==> src/prx_params.svh <==
`ifndef PRX_PARAMS_SVH
`define PRX_PARAMS_SVH

// register byte addresses
`define PRX_ADDR_W       12
`define PRX_OFF_DETECT   12'h15c
`define PRX_OFF_INSERT   12'h160
`define PRX_OFF_CFMOD    12'h164
`define PRX_OFF_FILTER   12'h168
`define PRX_OFF_SELECT   12'h1fc

// bank holding the per-port registers
`define PRX_PORT_BANK    3'h1

// reset values and the filter field mask
`define PRX_RST_DETECT   32'h0002_0000
`define PRX_RST_TS_OFF   6'h10
`define PRX_RST_SEC_OFF  6'h05
`define PRX_RST_CF_MASK  16'h000f
`define PRX_FILTER_MASK  32'h0007_ffff

// insertion register fields
`define PRX_B_DREQ       17
`define PRX_B_CKDIS      16
`define PRX_B_SECEN      15
`define PRX_F_SEC_LSB    8
`define PRX_B_TSEN       7
`define PRX_F_TS_LSB     0

// bank / port select register fields
`define PRX_F_BANK_LSB   0
`define PRX_F_PORT_LSB   4

// message type of a delay response
`define PRX_TYPE_DRESP   4'h9

// stream buffer
`define PRX_FIFO_DEPTH   16
`define PRX_FIFO_W       14

`endif

==> src/prx_pkg.sv <==
package prx_pkg;

   typedef enum logic {FR_IDLE, FR_BODY} prx_fr_state_t;

   typedef struct packed {
      logic [31:0] detect;
      logic        dreq_en;
      logic        ckdis;
      logic        sec_en;
      logic [5:0]  sec_off;
      logic        ts_en;
      logic [5:0]  ts_off;
      logic [15:0] cf_mask;
      logic [18:0] filter;
   } prx_port_cfg_t;

   typedef struct packed {
      prx_fr_state_t state;
      logic [6:0]    cnt;
      logic [1:0]    port;
      logic          ts_ins;
      logic          sec_ins;
      logic          cf;
      logic          sym_err;
      logic [31:0]   ns;
      logic [3:0]    sec;
   } prx_frame_t;

endpackage

==> src/prx_stream_if.sv <==
`timescale 1ns/1ns
interface prx_stream_if #(parameter int W = 8);
   logic         valid;
   logic         ready;
   logic [W-1:0] data;

   modport src (output valid, output data, input ready);
   modport snk (input valid, input data, output ready);
endinterface

==> src/prx_fifo.sv <==
`timescale 1ns/1ns
module prx_fifo #(
   parameter int W     = 8,
   parameter int DEPTH = 16
) (
   input  wire logic ref_clk,
   input  wire logic arst_n,
   prx_stream_if.snk wr,
   prx_stream_if.src rd
);
   localparam int AW = $clog2(DEPTH);

   typedef struct packed {
      logic [DEPTH-1:0][W-1:0] mem;
      logic [AW:0]             wp;
      logic [AW:0]             rp;
   } prx_fifo_state_t;

   prx_fifo_state_t st_reg;
   prx_fifo_state_t st_next;
   logic            full;
   logic            empty;

   // extra pointer bit tells full from empty
   assign full  = (st_reg.wp[AW] != st_reg.rp[AW]) && (st_reg.wp[AW-1:0] == st_reg.rp[AW-1:0]);
   assign empty = st_reg.wp == st_reg.rp;
   assign wr.ready = ~full;
   assign rd.valid = ~empty;
   assign rd.data  = st_reg.mem[st_reg.rp[AW-1:0]];

   // push and pop may happen in the same cycle
   always_comb begin
      st_next = st_reg;
      if (wr.valid && !full) begin
         st_next.mem[st_reg.wp[AW-1:0]] = wr.data;
         st_next.wp = st_reg.wp + 1'b1;
      end
      if (rd.ready && !empty) begin
         st_next.rp = st_reg.rp + 1'b1;
      end
   end

   always_ff @(posedge ref_clk or negedge arst_n) begin
      if (!arst_n) begin
         st_reg <= '0;
      end else begin
         st_reg <= st_next;
      end
   end
endmodule // prx_fifo

==> src/prx_rx_insert.sv <==
// How it works
// (RULE1) insert enable on: qualifying ptp frames get ingress time; off: nothing inserted
// (RULE2) ingress time lands at the six-bit header offset, reset 16
// (RULE3) seconds low nibble inserted only when both insert and seconds enables set
// (RULE4) seconds nibble lands at its own six-bit offset, reset 5
// (RULE5) delay response frames get egress time of the last delay request
// (RULE6) that needs insert enable and delay response detection enabled too
// (RULE7) disable clear: modified frame with bad udp checksum gets symbol error
// (RULE8) disable set: checksum ignored, no symbol error forced
// (RULE9) correction field modified only when the mask bit of its type is set
// (RULE10) mask bit n selects message type n, sync is bit zero
// (RULE11) software keeps offsets and disable bit still while timestamping runs
// (RULE12) per-port registers decode only when bank select equals one
// (RULE13) port select picks which port's registers an access reaches
// (RULE14) reserved bits read zero; writable fields read back last write
//
// The Avalon-MM interface to the registers was decided locally.
`timescale 1ns/1ns
`include "prx_params.svh"
module prx_rx_insert
   import prx_pkg::*;
(
   input  wire logic                  ref_clk,
   input  wire logic                  arst_n,
   input  wire logic [`PRX_ADDR_W-1:0] avs_address,
   input  wire logic                  avs_read,
   input  wire logic                  avs_write,
   input  wire logic [31:0]           avs_writedata,
   input  wire logic [3:0]            avs_byteenable,
   output      logic [31:0]           avs_readdata,
   output      logic                  avs_waitrequest,
   input  wire logic                  rx_valid,
   output      logic                  rx_ready,
   input  wire logic [7:0]            rx_data,
   input  wire logic                  rx_first,
   input  wire logic                  rx_last,
   input  wire logic [1:0]            rx_port,
   input  wire logic                  rx_is_ptp,
   input  wire logic [3:0]            rx_msg_type,
   input  wire logic                  rx_udp_bad,
   input  wire logic [29:0]           rx_ingress_ns,
   input  wire logic [3:0]            rx_ingress_sec,
   input  wire logic [3:0][29:0]      dreq_egress_ns,
   output      logic                  tx_valid,
   input  wire logic                  tx_ready,
   output      logic [7:0]            tx_data,
   output      logic                  tx_first,
   output      logic                  tx_last,
   output      logic [1:0]            tx_port,
   output      logic                  tx_sym_err,
   output      logic                  tx_cf_modify
);

   typedef struct packed {
      prx_port_cfg_t [3:0] cfg;
      logic [2:0]          bank_sel;
      logic [1:0]          port_sel;
      logic                ack;
      logic [31:0]         rdata;
      prx_frame_t          fr;
   } prx_state_t;

   prx_state_t st_reg;
   prx_state_t st_next;

   prx_stream_if #(.W(`PRX_FIFO_W)) push_if ();
   prx_stream_if #(.W(`PRX_FIFO_W)) pop_if ();

   prx_fifo #(
      .W     (`PRX_FIFO_W),
      .DEPTH (`PRX_FIFO_DEPTH)
   ) u_fifo (
      .ref_clk (ref_clk),
      .arst_n  (arst_n),
      .wr      (push_if.snk),
      .rd      (pop_if.src)
   );

   // byte-lane merge for partial writes
   function automatic logic [31:0] merge(input logic [31:0] old_w,
                                         input logic [31:0] new_w,
                                         input logic [3:0]  be);
      logic [31:0] r;
      r = old_w;
      for (int i = 0; i < 4; i++) begin
         if (be[i]) begin
            r[8*i +: 8] = new_w[8*i +: 8];
         end
      end
      return r;
   endfunction

   // insertion register image, reserved bits zero
   function automatic logic [31:0] ins_word(input prx_port_cfg_t c);
      logic [31:0] r;
      r = '0;
      r[`PRX_B_DREQ]              = c.dreq_en;
      r[`PRX_B_CKDIS]             = c.ckdis;
      r[`PRX_B_SECEN]             = c.sec_en;
      r[`PRX_F_SEC_LSB +: 6]      = c.sec_off;
      r[`PRX_B_TSEN]              = c.ts_en;
      r[`PRX_F_TS_LSB +: 6]       = c.ts_off;
      return r;
   endfunction

   logic          req;
   logic          port_hit;
   logic [31:0]   rd_word;
   logic [31:0]   wm;
   prx_port_cfg_t sel_cfg;
   prx_port_cfg_t in_cfg;
   prx_port_cfg_t fr_cfg;
   prx_frame_t    fresh;
   prx_frame_t    cur;
   logic          fresh_dreq;
   logic          fresh_qual;
   logic [6:0]    idx;
   logic [6:0]    d_ns;
   logic [7:0]    out_byte;
   logic          beat;
   logic          modified;

   assign req      = avs_read | avs_write;
   assign port_hit = st_reg.bank_sel == `PRX_PORT_BANK; // (RULE12)
   assign sel_cfg  = st_reg.cfg[st_reg.port_sel]; // (RULE13)
   assign in_cfg   = st_reg.cfg[rx_port];

   // one wait state, so read data and write commit share the release edge
   assign avs_waitrequest = req & ~st_reg.ack;
   assign avs_readdata    = st_reg.rdata;

   // stream handshake goes straight through to the buffer
   assign rx_ready       = push_if.ready;
   assign push_if.valid  = rx_valid;
   assign beat           = rx_valid & push_if.ready;
   assign tx_valid       = pop_if.valid;
   assign pop_if.ready   = tx_ready;
   assign {tx_port, tx_cf_modify, tx_sym_err, tx_first, tx_last, tx_data} = pop_if.data;

   // register read mux, unmapped and other banks read zero
   always_comb begin
      rd_word = '0;
      if (avs_address == `PRX_OFF_SELECT) begin
         rd_word[`PRX_F_BANK_LSB +: 3] = st_reg.bank_sel;
         rd_word[`PRX_F_PORT_LSB +: 2] = st_reg.port_sel;
      end else if (port_hit) begin // (RULE12)
         unique case (avs_address)
            `PRX_OFF_DETECT: rd_word = sel_cfg.detect;
            `PRX_OFF_INSERT: rd_word = ins_word(sel_cfg); // (RULE14)
            `PRX_OFF_CFMOD:  rd_word = {16'h0000, sel_cfg.cf_mask}; // (RULE14)
            `PRX_OFF_FILTER: rd_word = {13'h0000, sel_cfg.filter}; // (RULE14)
            default:         rd_word = '0;
         endcase
      end
   end

   // per-frame decisions taken from the first beat's sideband
   always_comb begin
      fresh_qual = rx_is_ptp & in_cfg.detect[rx_msg_type];
      fresh_dreq = in_cfg.dreq_en & in_cfg.ts_en & in_cfg.detect[`PRX_TYPE_DRESP]
                   & rx_is_ptp & (rx_msg_type == `PRX_TYPE_DRESP); // (RULE5) (RULE6)
      fresh         = '0;
      fresh.state   = FR_BODY;
      fresh.port    = rx_port;
      fresh.ts_ins  = in_cfg.ts_en & fresh_qual; // (RULE1)
      fresh.sec_ins = in_cfg.ts_en & in_cfg.sec_en & fresh_qual; // (RULE3)
      fresh.cf      = rx_is_ptp & in_cfg.cf_mask[rx_msg_type]; // (RULE9) (RULE10)
      // delay response carries the stored request egress time instead
      fresh.ns      = fresh_dreq ? {2'b00, dreq_egress_ns[rx_port]}
                                 : {2'b00, rx_ingress_ns}; // (RULE5)
      fresh.sec     = rx_ingress_sec;
      // checksum only matters if the frame is really modified
      fresh.sym_err = rx_udp_bad & ~in_cfg.ckdis
                      & (fresh.ts_ins | fresh.cf); // (RULE7) (RULE8)
   end

   // byte editing; a stray beat outside a frame passes untouched
   always_comb begin
      if (rx_first) begin
         cur = fresh;
         idx = '0;
      end else if (st_reg.fr.state == FR_BODY) begin
         cur = st_reg.fr;
         idx = st_reg.fr.cnt;
      end else begin
         cur = '0;
         idx = st_reg.fr.cnt;
      end
      fr_cfg   = st_reg.cfg[cur.port];
      d_ns     = idx - {1'b0, fr_cfg.ts_off};
      out_byte = rx_data;
      if (cur.ts_ins && idx >= {1'b0, fr_cfg.ts_off} && d_ns < 7'h04) begin // (RULE2)
         out_byte = cur.ns[8*(3 - d_ns[1:0]) +: 8]; // big-endian, msb first
      end
      // seconds win where the two fields overlap
      if (cur.sec_ins && idx == {1'b0, fr_cfg.sec_off}) begin // (RULE4)
         out_byte = {out_byte[7:4], cur.sec}; // (RULE3)
      end
      modified = cur.ts_ins | cur.cf;
   end

   // buffer word: port, cf flag, symbol error on last byte, framing, data
   assign push_if.data = {cur.port, cur.cf & modified, cur.sym_err & rx_last,
                          rx_first, rx_last, out_byte}; // (RULE7)

   // next-state: bus slave and frame tracker
   always_comb begin
      st_next     = st_reg;
      st_next.ack = req & ~st_reg.ack;
      if (req && !st_reg.ack) begin
         st_next.rdata = rd_word;
      end
      wm = '0;
      if (avs_write && st_reg.ack) begin
         if (avs_address == `PRX_OFF_SELECT) begin
            wm = merge({26'h0, st_reg.port_sel, 1'b0, st_reg.bank_sel},
                       avs_writedata, avs_byteenable);
            st_next.bank_sel = wm[`PRX_F_BANK_LSB +: 3];
            st_next.port_sel = wm[`PRX_F_PORT_LSB +: 2]; // (RULE13)
         end else if (port_hit) begin // (RULE12)
            unique case (avs_address)
               `PRX_OFF_DETECT: begin
                  st_next.cfg[st_reg.port_sel].detect =
                     merge(sel_cfg.detect, avs_writedata, avs_byteenable);
               end
               `PRX_OFF_INSERT: begin
                  wm = merge(ins_word(sel_cfg), avs_writedata, avs_byteenable);
                  st_next.cfg[st_reg.port_sel].dreq_en = wm[`PRX_B_DREQ];
                  st_next.cfg[st_reg.port_sel].ckdis   = wm[`PRX_B_CKDIS];
                  st_next.cfg[st_reg.port_sel].sec_en  = wm[`PRX_B_SECEN];
                  st_next.cfg[st_reg.port_sel].sec_off = wm[`PRX_F_SEC_LSB +: 6];
                  st_next.cfg[st_reg.port_sel].ts_en   = wm[`PRX_B_TSEN];
                  st_next.cfg[st_reg.port_sel].ts_off  = wm[`PRX_F_TS_LSB +: 6];
               end
               `PRX_OFF_CFMOD: begin
                  wm = merge({16'h0000, sel_cfg.cf_mask}, avs_writedata, avs_byteenable);
                  st_next.cfg[st_reg.port_sel].cf_mask = wm[15:0]; // (RULE14)
               end
               `PRX_OFF_FILTER: begin
                  wm = merge({13'h0000, sel_cfg.filter}, avs_writedata, avs_byteenable);
                  st_next.cfg[st_reg.port_sel].filter = wm[18:0]; // (RULE14)
               end
               default: begin
               end
            endcase
         end
      end
      // byte counter saturates well past the largest offset
      if (beat) begin
         if (rx_last) begin
            st_next.fr       = '0;
            st_next.fr.state = FR_IDLE;
         end else begin
            st_next.fr     = cur;
            st_next.fr.state = rx_first ? FR_BODY : st_reg.fr.state;
            st_next.fr.cnt = (idx == 7'h7f) ? idx : idx + 7'h01;
         end
      end
   end

   // reset gives documented defaults on every port
   always_ff @(posedge ref_clk or negedge arst_n) begin
      if (!arst_n) begin
         st_reg          <= '0;
         st_reg.fr.state <= FR_IDLE;
         for (int p = 0; p < 4; p++) begin
            st_reg.cfg[p].detect  <= `PRX_RST_DETECT;
            st_reg.cfg[p].ts_off  <= `PRX_RST_TS_OFF; // (RULE2)
            st_reg.cfg[p].sec_off <= `PRX_RST_SEC_OFF; // (RULE4)
            st_reg.cfg[p].cf_mask <= `PRX_RST_CF_MASK; // (RULE9)
         end
      end else begin
         st_reg <= st_next;
      end
   end

endmodule // prx_rx_insert

==> config.mk <==
export PLATFORM = sky130hd
export DESIGN_NAME = prx_rx_insert
export DESIGN_NICKNAME = d
export VERILOG_FILES = /design/src/prx_pkg.sv /design/src/prx_stream_if.sv /design/src/prx_fifo.sv /design/src/prx_rx_insert.sv
export VERILOG_INCLUDE_DIRS = /design/src
export SDC_FILE = /design/constraint.sdc
export NUM_CORES = 1
export LEC_CHECK = 0
export BUFFER_PORTS_ARGS = -buffer_cell sky130_fd_sc_hd__buf_2
export CAP_MARGIN = 20
export CORE_MARGIN = 2
export CORE_UTILIZATION = 40
export DETAILED_ROUTE_END_ITERATION = 16
export SLEW_MARGIN = 25
export SYNTH_ARGS = -nofsm -noshare
export SYNTH_HDL_FRONTEND = slang
export SYNTH_HIERARCHICAL = 1
export SYNTH_SLANG_ARGS = --single-unit
==> constraint.sdc <==
create_clock -name ref_clk -period 7.65 [get_ports ref_clk]
set_clock_uncertainty 0.15 [all_clocks]
set_input_delay 0.3825 -clock ref_clk [delete_from_list [all_inputs] [get_ports ref_clk]]
set_output_delay 0.3825 -clock ref_clk [all_outputs]
set_load 0.01 [all_outputs]
== Yosys cells after proc, flatten, opt, wreduce, memory -nomap -nowiden ==
Index checks and enable logic that the tools add are counted.
Widths: inputs -> output; s select.
Storage, ports and cells
  input bits: 226
  register bits after elaboration: 654
Operators by class
  $add $sub $neg: 5
  shift-type cells: 1
  equality and inequality tests: 12
  magnitude comparators: 11
  reduce and logical (&&, ||, !) cells: 18
  bitwise operators: 23
  multiplexer cells: 120
Operators by type and width (number)
  $bwmux 332: 9
  $demux 83 s2: 9
  $pmux 332 s4: 1
  $bmux 83 s2: 3
  $mux 8: 51
  $bwmux 224: 1
  $mux 83: 2
  $pmux 32 s4: 1
  $mux 42: 3
  $mux 50: 2
  $mux 48: 2
  $mux 67: 1
  $bmux 30 s2: 1
  $eq 12x9->1 const B: 5
  $mux 30: 2
  $bmux 14 s4: 1
  $demux 14 s4: 1
  $mux 51: 1
  $mux 49: 1
  $mux 41: 1
  $mux 35: 1
  $shiftx 32x33->8: 1
  $mux 32: 1
  $mux 14: 2
  other kinds (36): 87

== Logic depth before layout (Yosys ltp) ==
Gate-level depths: netlist (run 1).
  word-level depth: 17
  mapped depth: 22

== Hierarchy ==
The synthesis (run 1) kept the hierarchy.
Modules (own cells, without submodules)
  prx_rx_insert: area each 22246.3 µm², instances 1, cells each 2050
  prx_fifo: area each 10820.4 µm², instances 1, cells each 687

== Least setup slack after synthesis (run 1) ==
No wires, ideal clock.
  kind: input -> register
  from: in rx_first
  to: reg u_fifo/st_reg[124] (netlist name)
  arrival time: 4.628 ns
  setup time: 0.125 ns
  setup slack: 2.748 ns
  stages on the path: 20
  data required time: 7.375 ns
  cells stage by stage: clkbuf_1 > and3b_1 > a21oi_1 > buf_2 > clkbuf_1 > and3_1 > a31oi_1 > ha_1 > fa_1 > nor2b_1 > o311ai_0 > o41ai_1 > a31o_2 > nand4_1 > a21oi_1 > buf_4 > mux2i_1 > mux2i_1 > clkbuf_1 > mux2_2
Between the ends
  word-level cells in the longest chain between the ends: 9
  elaborated cells between the ends (all ways): 16
RTL lines
  from (decl): line prx_rx_insert.sv:35  | input wire logic rx_first,
  $mux 42: line prx_rx_insert.sv:179  | if (rx_first) begin
  $bmux 83 s2: line prx_rx_insert.sv:189  | fr_cfg = st_reg.cfg[cur.port];
  $mux 48 (implied by the code): line prx_rx_insert.sv:189
  $sub 7x6->7 or $ge 7x6->1 (tied branches): line prx_rx_insert.sv:190, prx_rx_insert.sv:192
  $sub 2x2->3, or another cell as far along: line prx_rx_insert.sv:193  | out_byte = cur.ns[8*(3 - d_ns[1:0]) +: 8];
  $shiftx 32x33->8 or $logic_and 1x1->1 (tied branches): line prx_rx_insert.sv:193, prx_rx_insert.sv:192
  $mux 8: line prx_rx_insert.sv:192  | if (cur.ts_ins && idx >= {1'b0, fr_cfg.ts_off} && d_ns < 7'h04) begin
  $mux 4 *: line prx_rx_insert.sv:196  | if (cur.sec_ins && idx == {1'b0, fr_cfg.sec_off}) begin
  named net out_byte[2]: line prx_rx_insert.sv:119  | logic [7:0] out_byte;
  $bwmux 224 *: line prx_fifo.sv:35  | st_next.mem[st_reg.wp[AW-1:0]] = wr.data;
  to (signal assigned): line prx_fifo.sv:47  | st_reg <= st_next;
  to (decl): line prx_fifo.sv:19  | prx_fifo_state_t st_reg;
Mark *: on every way through the listed nets, which the timed path passes. The rest lies on a longest branch. The select of a mux whose other input is x is not followed.
A chain may end at the register's enable or synchronous reset.

==> run metrics, run 1 <==
outcome finished clean; switch share 0.2932; Max-Cap Viols 0; cts hold-fix bufs 20; Ports 275; DP Wirelength 62280 um; maximum vdd ir drop 0.2663 mV; Power, Total 10390 uW; largest net degree at the start of global routing 174; WP data required 8.04 ns; final hold viol count 0; endpoints failing setup 0; fraction of layout cells with a size suffix above 1 0.3318; IO buf count 274; Top FF cell, synth dfrtp_1; Post-DRT Antenna Nets 0; CP Capture Type register; Slew Viols, Final 0; Clk pwr share 0.341; Syn. warnings 6; Psw 3046 uW; total track usage 0.2240; Worst-Margin Slew 1.066 ns; hold crit path type in2reg; top cell type's share of synthesized area 0.4707; Pre-antenna DRT Iters 8; Post-Syn Area 33070 um^2; Synth area leader dfrtp_1; Logic pwr share 0.240; die width 291.5 um; CP Max Fanout 26; PwrDens 275.2 nW/um^2; arrival time at the worst endpoint 5.97 ns; initial core utilization 0.4034; vias in the first global route 24620; sequential fraction of the synthesis area 0.4961; cell internal pwr 7343 uW; Root Driver clkbuf_16; Synthesized Nets 2976; Routed WL per cell 23.69 um; distinct cell type count after synthesis 69; clk sinks 654; Multi-input gate area 15510 um^2; H-tree levels 3; unrepaired setup endpoints after global routing no; part of the power in registers 0.419; EDFF count, synth 0; Vias 23440; Area Overhead vs Synth 14.16%; top post-synthesis cells by area dfrtp_1 (47%), mux4_2 (14%), mux2_2 (8.5%); Max Clock Freq 179.2 MHz; max FFs per register 388; TNS Setup 0 ns; Final nets 3141; CTS buffer count 74; register area 16420 um^2; Crit Path Class reg2reg; die area 84980 um^2; CTS tree done; most common cell in the netlist dfrtp_1; Via density 5.817; fraction of registers with async set/reset 1.000; final WL 95460 um; most frequent cells after synthesis dfrtp_1 (622), nand2_1 (455), o21ai_0 (391), mux2_2 (251), mux4_2 (205); Die Height 291.5 um; Post-Synthesis Cells 2737; syn_area_per_cell 12.08 um^2; clock latency on the worst-skew pair 0.62 ns; initial antenna violation count 6; Pleak 0.01650 uW; CTS resizes 0; first-pass GRT wire length 147500 um; Worst setup SP type register; Final Util 0.4605; Setup Buffers After CTS 0; # rows 105; crit path time final 5.582 ns; Filler cells 7372; grt total ovfl 0; clock-pin slew on the worst setup and hold paths 0.06 ns; Clock Path Buffers 3; Final Cycle Share 0.7296; Core Area 81980 um^2; Slew HR 0.2897; Seq cells post-synth 654; DRC violations left 0; gp weighted congestion 0.8336; Initial DRC Count 1868
[power by group through the flow]
stage / clock, uW / sequential, uW / combinational [uW]
floorplan: 0 / 4250 / 1830
global placement: 0 / 4350 / 2430
detailed placement: 0 / 4400 / 2500
CTS: 3630 / 4340 / 2520
global route: 3770 / 4420 / 2690
finish: 3540 / 4350 / 2500
[layout make-up]
cell class,count,area share
well taps,1070,0.03547
clock buffers,105,0.05532
inverters,16,0.001591
diodes,2,0.0001326
repair buffers,341,0.05350
flip-flops and latches,654,0.4349
clock inverters,26,0.008220
multi-input cells,1815,0.4108
[metal layers]
layer / GRT usage / vias up / share of wire
met3: 0.03886 / 174 / 0.063
met5: 0 / - / 0.00048
li1: - / 10350 / -
met1: 0.3021 / 12080 / 0.43
met2: 0.3684 / 821 / 0.48
met4: 0.07191 / 8 / 0.026
[kinds of logic (layout without fill, tap and decap cells)]
group | count (synthesis) | in the layout | share of synthesized area
buffers and inverters | 268 | 488 | 0.03871
other | 0 | 2 | 0
flip-flops | 654 | 654 | 0.4961
adder cells (fa/ha/maj) | 13 | 13 | 0.005146
XOR/XNOR | 21 | 21 | 0.005789
AO/OA/AOI/OAI | 592 | 592 | 0.1080
multiplexers | 607 | 607 | 0.2715
AND/OR/NAND/NOR | 582 | 582 | 0.07469
[path summary, 6_finish.rpt]
check                                 start                 end  slack, ns  depth (start not counted)
max in group asynchronous            arst_n    avs_readdata[26]       5.64                          4
min reg2reg                     st_reg[168]         st_reg[168]       0.33                          2
max                              st_reg[49]  u_fifo/st_reg[180]       2.07                         17
max reg2reg                      st_reg[49]  u_fifo/st_reg[180]       2.07                         17
min in group asynchronous            arst_n           st_reg[6]       0.12                          2
min                        avs_writedata[1]          st_reg[86]       0.06                          2
[placed cells by master (no fill, tap or decap), types with 5 or more instances in the layout]
master	n
o211ai_1	8
buf_4	45
nand2_2	8
dfrtp_1	618
buf_2	270
dfstp_2	32
mux2_2	251
a22oi_1	56
a21oi_4	5
and3_1	7
clkbuf_1	19
bufinv_16	6
a21boi_0	9
a222oi_1	15
clkbuf_8	12
mux2i_1	129
and2_1	6
mux4_2	205
clkinv_2	13
mux2_1	18
a21oi_2	13
dlygate4sd3_1	20
a21oi_1	23
clkbuf_16	74
nand2_1	447
inv_1	15
nand3_1	30
ha_1	12
nor2_1	14
a22o_1	40
xnor2_1	16
nor2b_1	15
o21ai_0	391
nand4_1	14
nor3_1	5
[critical path, cell delays in order (launching register included)]
cell,delay [ns]
dfrtp_1,0.38
nor2b_4,0.13
a22oi_1,0.70
inv_2,0.47
nand2_1,0.17
and3_1,0.16
a31oi_1,0.05
ha_1,0.27
fa_1,0.46
nor2b_1,0.18
o311ai_0,0.13
o41ai_1,0.09
a31o_2,0.20
nand4_1,0.14
a21oi_2,0.63
mux2i_1,0.19
mux2i_2,0.68
mux2_2,0.30
[per-stage QoR]
| stage | std cells | setup WS [ns] | hold WS [ns] | area (um^2) |
|---|---|---|---|---|
| after floorplan | 2737 | 2.748 | -0.06309 | 33070 |
| after global placement | 3874 | 1.413 | 0.3066 | 35020 |
| after detailed placement | 3874 | 1.600 | 0.3154 | 35050 |
| after CTS | 4025 | 1.914 | 0.01638 | 37640 |
| after global routing | 4028 | 1.701 | 0.03001 | 37750 |
| final | 4029 | 2.068 | 0.05578 | 37750 |
(Power assumes the default switching activity.)
==> run 2: changes to the inputs <==
==> constraint.sdc (replaced) <==
create_clock -name ref_clk -period 5.65 [get_ports ref_clk]
set_clock_uncertainty 0.15 [all_clocks]
set_input_delay 0.2825 -clock ref_clk [delete_from_list [all_inputs] [get_ports ref_clk]]
set_output_delay 0.2825 -clock ref_clk [all_outputs]
set_load 0.01 [all_outputs]
==> run 2 against run 1 <==
Final cell count increased by 0.77%. Fmax grew 18%. Utilization up 0.52 points. Critical path type unchanged. Highest routed layer unchanged. Worst hold slack lost 0.026 ns. Die area is the same. Design area up 1.1%. Worst setup slack worse by 1.1 ns.
==> run metrics, run 2 (synthesis gave the netlist of run 1 again) <==
outcome finished clean (unchanged); Clk pwr share 0.351 (was 0.341); part of the power in registers 0.412 (was 0.419); DRC violations left 0 (unchanged); Area Overhead vs Synth 15.45% (was 14.16%); reg2reg end u_fifo/st_reg[97] (was u_fifo/st_reg[180]); clock latency on the worst-skew pair 0.63 ns (was 0.62 ns); Post-DRT Antenna Nets 0 (unchanged); clock-pin slew on the worst setup and hold paths 0.06 ns (about the same); die area 84980 um^2 (unchanged); hold_sp rx_ingress_ns[13] (was avs_writedata[1]); hold depth 4 (was 2); IO buf count 274 (unchanged); vias in the first global route 24740 (was 24620); CP Capture Type register (unchanged); max FFs per register 388 (unchanged); fraction of layout cells with a size suffix above 1 0.3334 (was 0.3318); Clock Path Buffers 3 (unchanged); TNS Setup 0 ns (unchanged); Ports 275 (unchanged); Pleak 0.01670 uW (was 0.01650 uW); CTS buffer count 74 (unchanged); Via density 5.799 (was 5.817); worst r2r src st_reg[41] (was st_reg[49]); # rows 105 (unchanged); unrepaired setup endpoints after global routing no (unchanged); CTS tree done (unchanged); DP Wirelength 62210 um (was 62280 um); Final Util 0.4657 (was 0.4605); r2r worst-path depth 16 (was 17); arrival time at the worst endpoint 5.12 ns (was 5.97 ns); initial antenna violation count 6 (unchanged); die width 291.5 um (unchanged); endpoints failing setup 0 (unchanged); Psw 4233 uW (was 3046 uW); WHS Endpoint st_reg[17] (was st_reg[86]); Crit Path Class reg2reg (unchanged); most common cell after layout, fill and taps aside dfrtp_1 (unchanged); Worst setup SP type register (unchanged); WP data required 6.05 ns (was 8.04 ns); wire length on met3 6173 um (was 6036 um); switch share 0.2953 (was 0.2932); most frequent cells in the layout dfrtp_1 (618), nand2_1 (447), o21ai_0 (391) (unchanged); H-tree levels 3 (unchanged); CP Max Fanout 18 (was 26); final hold viol count 0 (unchanged); hold crit path type in2reg (unchanged); crit path time final 4.718 ns (was 5.582 ns); Final Cycle Share 0.8351 (was 0.7296); final WL 95720 um (was 95460 um); cell internal pwr 10100 uW (was 7343 uW); Initial DRC Count 2031 (was 1868); Core Area 81980 um^2 (unchanged); clk sinks 654 (unchanged); PwrDens 375.5 nW/um^2 (was 275.2 nW/um^2); total track usage 0.2241 (was 0.2240); WL met2 46720 um (was 46170 um); Vias 23550 (was 23440); Slew Viols, Final 0 (unchanged); Metal-1 WL 40360 um (was 40730 um); initial core utilization 0.4034 (unchanged); Pre-antenna DRT Iters 6 (was 8); reg2reg setup slack 0.93 ns (was 2.07 ns); largest net degree at the start of global routing 152 (was 174); Logic pwr share 0.237 (was 0.240); Root Driver clkbuf_16 (unchanged); Slew HR 0.2503 (was 0.2897); maximum vdd ir drop 0.2657 mV (was 0.2663 mV); Setup Buffers After CTS 0 (unchanged); Worst-Margin Slew 1.124 ns (was 1.066 ns); Die Height 291.5 um (unchanged); grt total ovfl 0 (unchanged); first-pass GRT wire length 147500 um (about the same); Routed WL per cell 23.58 um (was 23.69 um); Final nets 3165 (was 3141); Max-Cap Viols 0 (unchanged); Top Metal Used met5 (unchanged); Max Clock Freq 211.9 MHz (was 179.2 MHz); gp weighted congestion 0.8065 (was 0.8336)
[run 2: power groups by stage]
stage               logic [uW]  clock network [uW]  registers (uW)
global route              3660                5340            5990
floorplan                 2480                   0            5750
CTS                       3450                5140            5890
finish                    3400                5030            5900
detailed placement        3420                   0            5970
global placement          3300                   0            5900
[run 2: stage by stage]
stage / std cells / setup slack (ns) / hold WS, ns / instance area [um^2] / total power (uW)
finish: 4060 / 0.9315 / 0.02973 / 38170 / 14330
CTS: 4057 / 0.7025 / 0.0002653 / 38130 / 14480
global route: 4057 / 0.5688 / 0.03272 / 38170 / 14990
floorplan: 2737 / 0.8477 / -0.1631 / 33070 / 8228
detailed placement: 3879 / 0.3289 / 0.2334 / 35130 / 9393
global placement: 3879 / 0.5428 / 0.2180 / 35090 / 9201
[run 2: how the worst max path moves through the flow]
stage                     startpoint            endpoint  slack (ns)  cells past startpoint
after floorplan             rx_first  u_fifo/st_reg[124]        0.85                     20
after global placement      rx_first  u_fifo/st_reg[180]        0.54                     17
after detailed placement    rx_first  u_fifo/st_reg[209]        0.33                     17
after CTS                 st_reg[41]   u_fifo/st_reg[97]        0.70                     16
after global routing      st_reg[49]  u_fifo/st_reg[137]        0.57                     16
final                     st_reg[41]   u_fifo/st_reg[97]        0.93                     16
[run 2: repair_timing]
| action | 4_1_cts | 5_1_grt |
|---|---|---|
| resized for setup | 0 | 0 |
| setup endpoints to repair | 0 | 0 |
| hold endpoints to repair | 198 | 0 |
| hold buffers | 41 | 0 |
[run 2: cell type report]
| type | instances | area [um^2] |
|---|---|---|
| fill | 7361 | 43800 |
| sequential | 654 | 16420 |
| multi-input combinational | 1815 | 15520 |
| timing repair buffer | 365 | 2235 |
| clock buffer | 106 | 2193 |
| tap | 1070 | 1339 |
| clock inverter | 31 | 399.1 |
| inverter | 16 | 60.06 |
| antenna | 3 | 7.507 |
[run 2: per-layer routing]
layer / vias to the layer above / GRT usage
li1: 10390 / -
met1: 12170 / 0.3036
met2: 820 / 0.3705
met3: 157 / 0.03718
met4: 4 / 0.06751
met5: - / 0
[run 2: worst max-delay path, stage by stage, from the launching register on]
cell      delay (ns)
dfrtp_1         0.38
and3b_1         0.20
a21oi_2         0.52
inv_1           0.48
a31oi_1         0.30
ha_1            0.23
fa_1            0.24
nor2b_1         0.07
o311ai_0        0.27
o41ai_1         0.14
a31o_2          0.27
nand4_1         0.10
a21oi_1         0.06
buf_4           0.19
mux2i_1         0.14
mux2i_2         0.62
mux2_2          0.28
==> run 3: changes to the inputs <==
--- a/config.mk
+++ b/config.mk
@@ -6,6 +6,7 @@
 export SDC_FILE = /design/constraint.sdc
 export NUM_CORES = 1
 export LEC_CHECK = 0
+export ABC_AREA = 1
 export BUFFER_PORTS_ARGS = -buffer_cell sky130_fd_sc_hd__buf_2
 export CAP_MARGIN = 20
 export CORE_MARGIN = 2
==> constraint.sdc (replaced) <==
create_clock -name ref_clk -period 4.5 [get_ports ref_clk]
set_clock_uncertainty 0.15 [all_clocks]
set_input_delay 0.225 -clock ref_clk [delete_from_list [all_inputs] [get_ports ref_clk]]
set_output_delay 0.225 -clock ref_clk [all_outputs]
set_load 0.01 [all_outputs]
==> run 3 against run 2 <==
Worst hold slack lost 0.0076 ns. Highest routed layer unchanged. Die area grew 30%. Register-to-register slack lost 0.44 ns. Clock power grew 39%. Critical path type unchanged. Combinational power grew 49%.
==> run metrics, run 3 <==
initial core utilization 0.4023 (was 0.4034); Seq cells post-synth 654 (unchanged); Ports 275 (unchanged); Worst setup SP type register (unchanged); die area 110200 um^2 (was 84980 um^2); reg2reg setup slack 0.49 ns (was 0.93 ns); H-tree levels 3 (unchanged); total track usage 0.2860 (was 0.2241); arrival time at the worst endpoint 4.45 ns (was 5.12 ns); unrepaired setup endpoints after global routing no (unchanged); EDFF count, synth 0 (unchanged); worst r2r src st_reg[49] (was st_reg[41]); final hold viol count 0 (unchanged); Routed WL per cell 20.95 um (was 23.58 um); Critical Path Start st_reg[49] (was st_reg[41]); endpoints failing setup 0 (unchanged); DRC violations left 0 (unchanged); Final nets 6558 (was 3165); CTS tree done (unchanged); DP Wirelength 97630 um (was 62210 um); clk sinks 654 (unchanged); TNS Setup 0 ns (unchanged); fraction of registers with async set/reset 1.000 (unchanged); CTS buffer count 80 (was 74); Pre-antenna DRT Iters 6 (unchanged); Crit Path Class reg2reg (unchanged); Power, Total 19330 uW (was 14330 uW); Die Height 331.9 um (was 291.5 um); most common cell after layout, fill and taps aside nand2_1 (was dfrtp_1); top post-synthesis cells by area dfrtp_1 (36%), nand2_1 (20%), o21ai_0 (6.6%) (was dfrtp_1 (47%), mux4_2 (14%), mux2_2 (8.5%)); hold crit path type in2reg (unchanged); crit path time final 4.013 ns (was 4.718 ns); final WL 163100 um (was 95720 um); distinct cell type count after synthesis 58 (was 69); max FFs per register 388 (unchanged); Max-Cap Viols 0 (unchanged); maximum vdd ir drop 0.3476 mV (was 0.2657 mV); Top FF cell, synth dfrtp_1 (unchanged); CP Capture Type register (unchanged); Area Overhead vs Synth 12.60% (was 15.45%); vias in the first global route 42220 (was 24740); grt total ovfl 0 (unchanged); Slew HR 0.2831 (was 0.2503); top cell type's share of synthesized area 0.3619 (was 0.4707); Clock Path Buffers 3 (unchanged); Synth area leader dfrtp_1 (unchanged); Antenna Cells 0 (was 3); Root Driver clkbuf_16 (unchanged); final worst-path setup slack 0.4872 ns (was 0.9315 ns); Vias 45380 (was 23550); Worst-Margin Slew 1.075 ns (was 1.124 ns); Filler cells 10820 (was 7361); outcome finished clean (unchanged); clock latency on the worst-skew pair 0.67 ns (was 0.63 ns); Synthesized Nets 6585 (was 2976); gp weighted congestion 0.8828 (was 0.8065); most frequent cells in the layout nand2_1 (2330), dfrtp_1 (620), o21ai_0 (564) (was dfrtp_1 (618), nand2_1 (447), o21ai_0 (391)); WP data required 4.94 ns (was 6.05 ns); Syn. warnings 6 (unchanged); sequential fraction of the synthesis area 0.3815 (was 0.4961); Pleak 0.02295 uW (was 0.01670 uW); most common cell in the netlist nand2_1 (was dfrtp_1); syn_area_per_cell 6.777 um^2 (was 12.08 um^2); r2r worst-path depth 20 (was 16); CP Max Fanout 16 (was 18); Core Area 106900 um^2 (was 81980 um^2); # rows 120 (was 105); Slew Viols, Final 0 (unchanged); Via density 5.829 (was 5.799); Post-Synthesis Cells 6346 (was 2737); initial antenna violation count 4 (was 6); Initial DRC Count 5403 (was 2031); IO buf count 274 (unchanged); largest net degree at the start of global routing 183 (was 152); PwrDens 399.2 nW/um^2 (was 375.5 nW/um^2); most frequent cells after synthesis nand2_1 (2333), dfrtp_1 (622), o21ai_0 (565), clkbuf_1 (366), nor2_1 (354) (was dfrtp_1 (622), nand2_1 (455), o21ai_0 (391), mux2_2 (251), mux4_2 (205)); die width 331.9 um (was 291.5 um); Setup crit end u_fifo/st_reg[58] (was u_fifo/st_reg[97]); reg2reg end u_fifo/st_reg[58] (was u_fifo/st_reg[97]); fraction of layout cells with a size suffix above 1 0.1003 (was 0.3334); hold depth 7 (was 4); Post-DRT Antenna Nets 0 (unchanged); first-pass GRT wire length 253400 um (was 147500 um); minimum setup slack after placement 0.1654 ns (was 0.3289 ns); Post-Syn Area 43000 um^2 (was 33070 um^2); Max Clock Freq 249.2 MHz (was 211.9 MHz); clock-pin slew on the worst setup and hold paths 0.06 ns (about the same); Final Cycle Share 0.8917 (was 0.8351)
[run 3: changes by cell type in the layout (fill, tap and decap cells not counted), sizes merged, moves of 126 or more]
cell    previous run  this run
nand2            455      2334
nor2              16       357
inv               17       354
mux2             269         5
o21ai            394       620
a21oi             41       256
nand4             14       229
mux4             205         0
nand3             32       235
o31ai              3       157
o211ai             8       156
mux2i            133         7
[run 3: how the worst min path moves through the flow]
stage                      from  slack, ns         endpoint
3_3_place_gp             arst_n       0.20      st_reg[186]
4_1_cts        avs_writedata[7]     0.0008       st_reg[95]
3_5_place_dp             arst_n       0.20      st_reg[186]
6_report       rx_ingress_ns[4]       0.02        st_reg[8]
2_1_floorplan            arst_n      -0.22  avs_readdata[0]
5_1_grt               avs_write       0.06       st_reg[83]
[run 3: kinds of logic after synthesis]
logic type	after synthesis	synth area share
AO/OA/AOI/OAI	1509	0.2137
flip-flops	654	0.3815
adder cells (fa/ha/maj)	13	0.003957
XOR/XNOR	9	0.001833
AND/OR/NAND/NOR	3222	0.3066
buffers and inverters	927	0.08952
multiplexers	12	0.002938
[run 3: routing by layer]
metal	GRT usage	routed length [um]	vias to the layer above
li1	-	-	21240
met1	0.3997	70700	21800
met2	0.4429	73360	2003
met3	0.04437	12750	335
met4	0.1142	6251	4
met5	0	21	-
[run 3: what timing repair did]
action | in CTS | in global routing
hold buffers | 53 | 0
setup buffers | 0 | 0
hold endpoints to repair | 196 | 0
endpoints found under the setup margin | 0 | 97
resized for setup | 0 | 1
[run 3: metrics by stage]
stage          instance area [um^2]  hold WS [ns]    util  instances
2_1_floorplan                 43010       -0.2206       -       6346
3_3_place_gp                  45080        0.1979  0.4217       7587
3_5_place_dp                  45090        0.1959  0.4217       7587
4_1_cts                       48420     0.0007734  0.4529       7785
5_1_grt                       48430       0.05892  0.4530       7785
6_report                      48430       0.02210  0.4530       7785
[run 3: layout make-up]
type | instances | area, um^2 | area share
tap | 1403 | 1755 | 0.03625
sequential | 654 | 16410 | 0.3389
multi-input combinational | 4765 | 22900 | 0.4729
clock buffer | 116 | 2371 | 0.04896
clock inverter | 29 | 434.2 | 0.008966
timing repair buffer | 459 | 3187 | 0.06581
inverter | 359 | 1369 | 0.02827
[run 3: critical path, stage by stage (launching register included)]
cell      delay [ns]
dfrtp_1         0.37
nand2_1         0.23
o22ai_4         0.13
clkinv_1        0.20
o21ai_0         0.12
a21oi_1         0.12
a21oi_1         0.06
ha_1            0.24
fa_1            0.46
xor2_1          0.16
nand2_1         0.07
a211oi_1        0.21
nand3_1         0.09
nor2_1          0.24
inv_1           0.10
a21oi_2         0.29
nand2_1         0.10
nand2_1         0.10
buf_4           0.25
nand4_1         0.12
nand2_1         0.12
[run 3: report_power, final]
part           switching (uW)  internal [uW]
clock                    2800           4190
sequential                537           6760
combinational            3490           1560
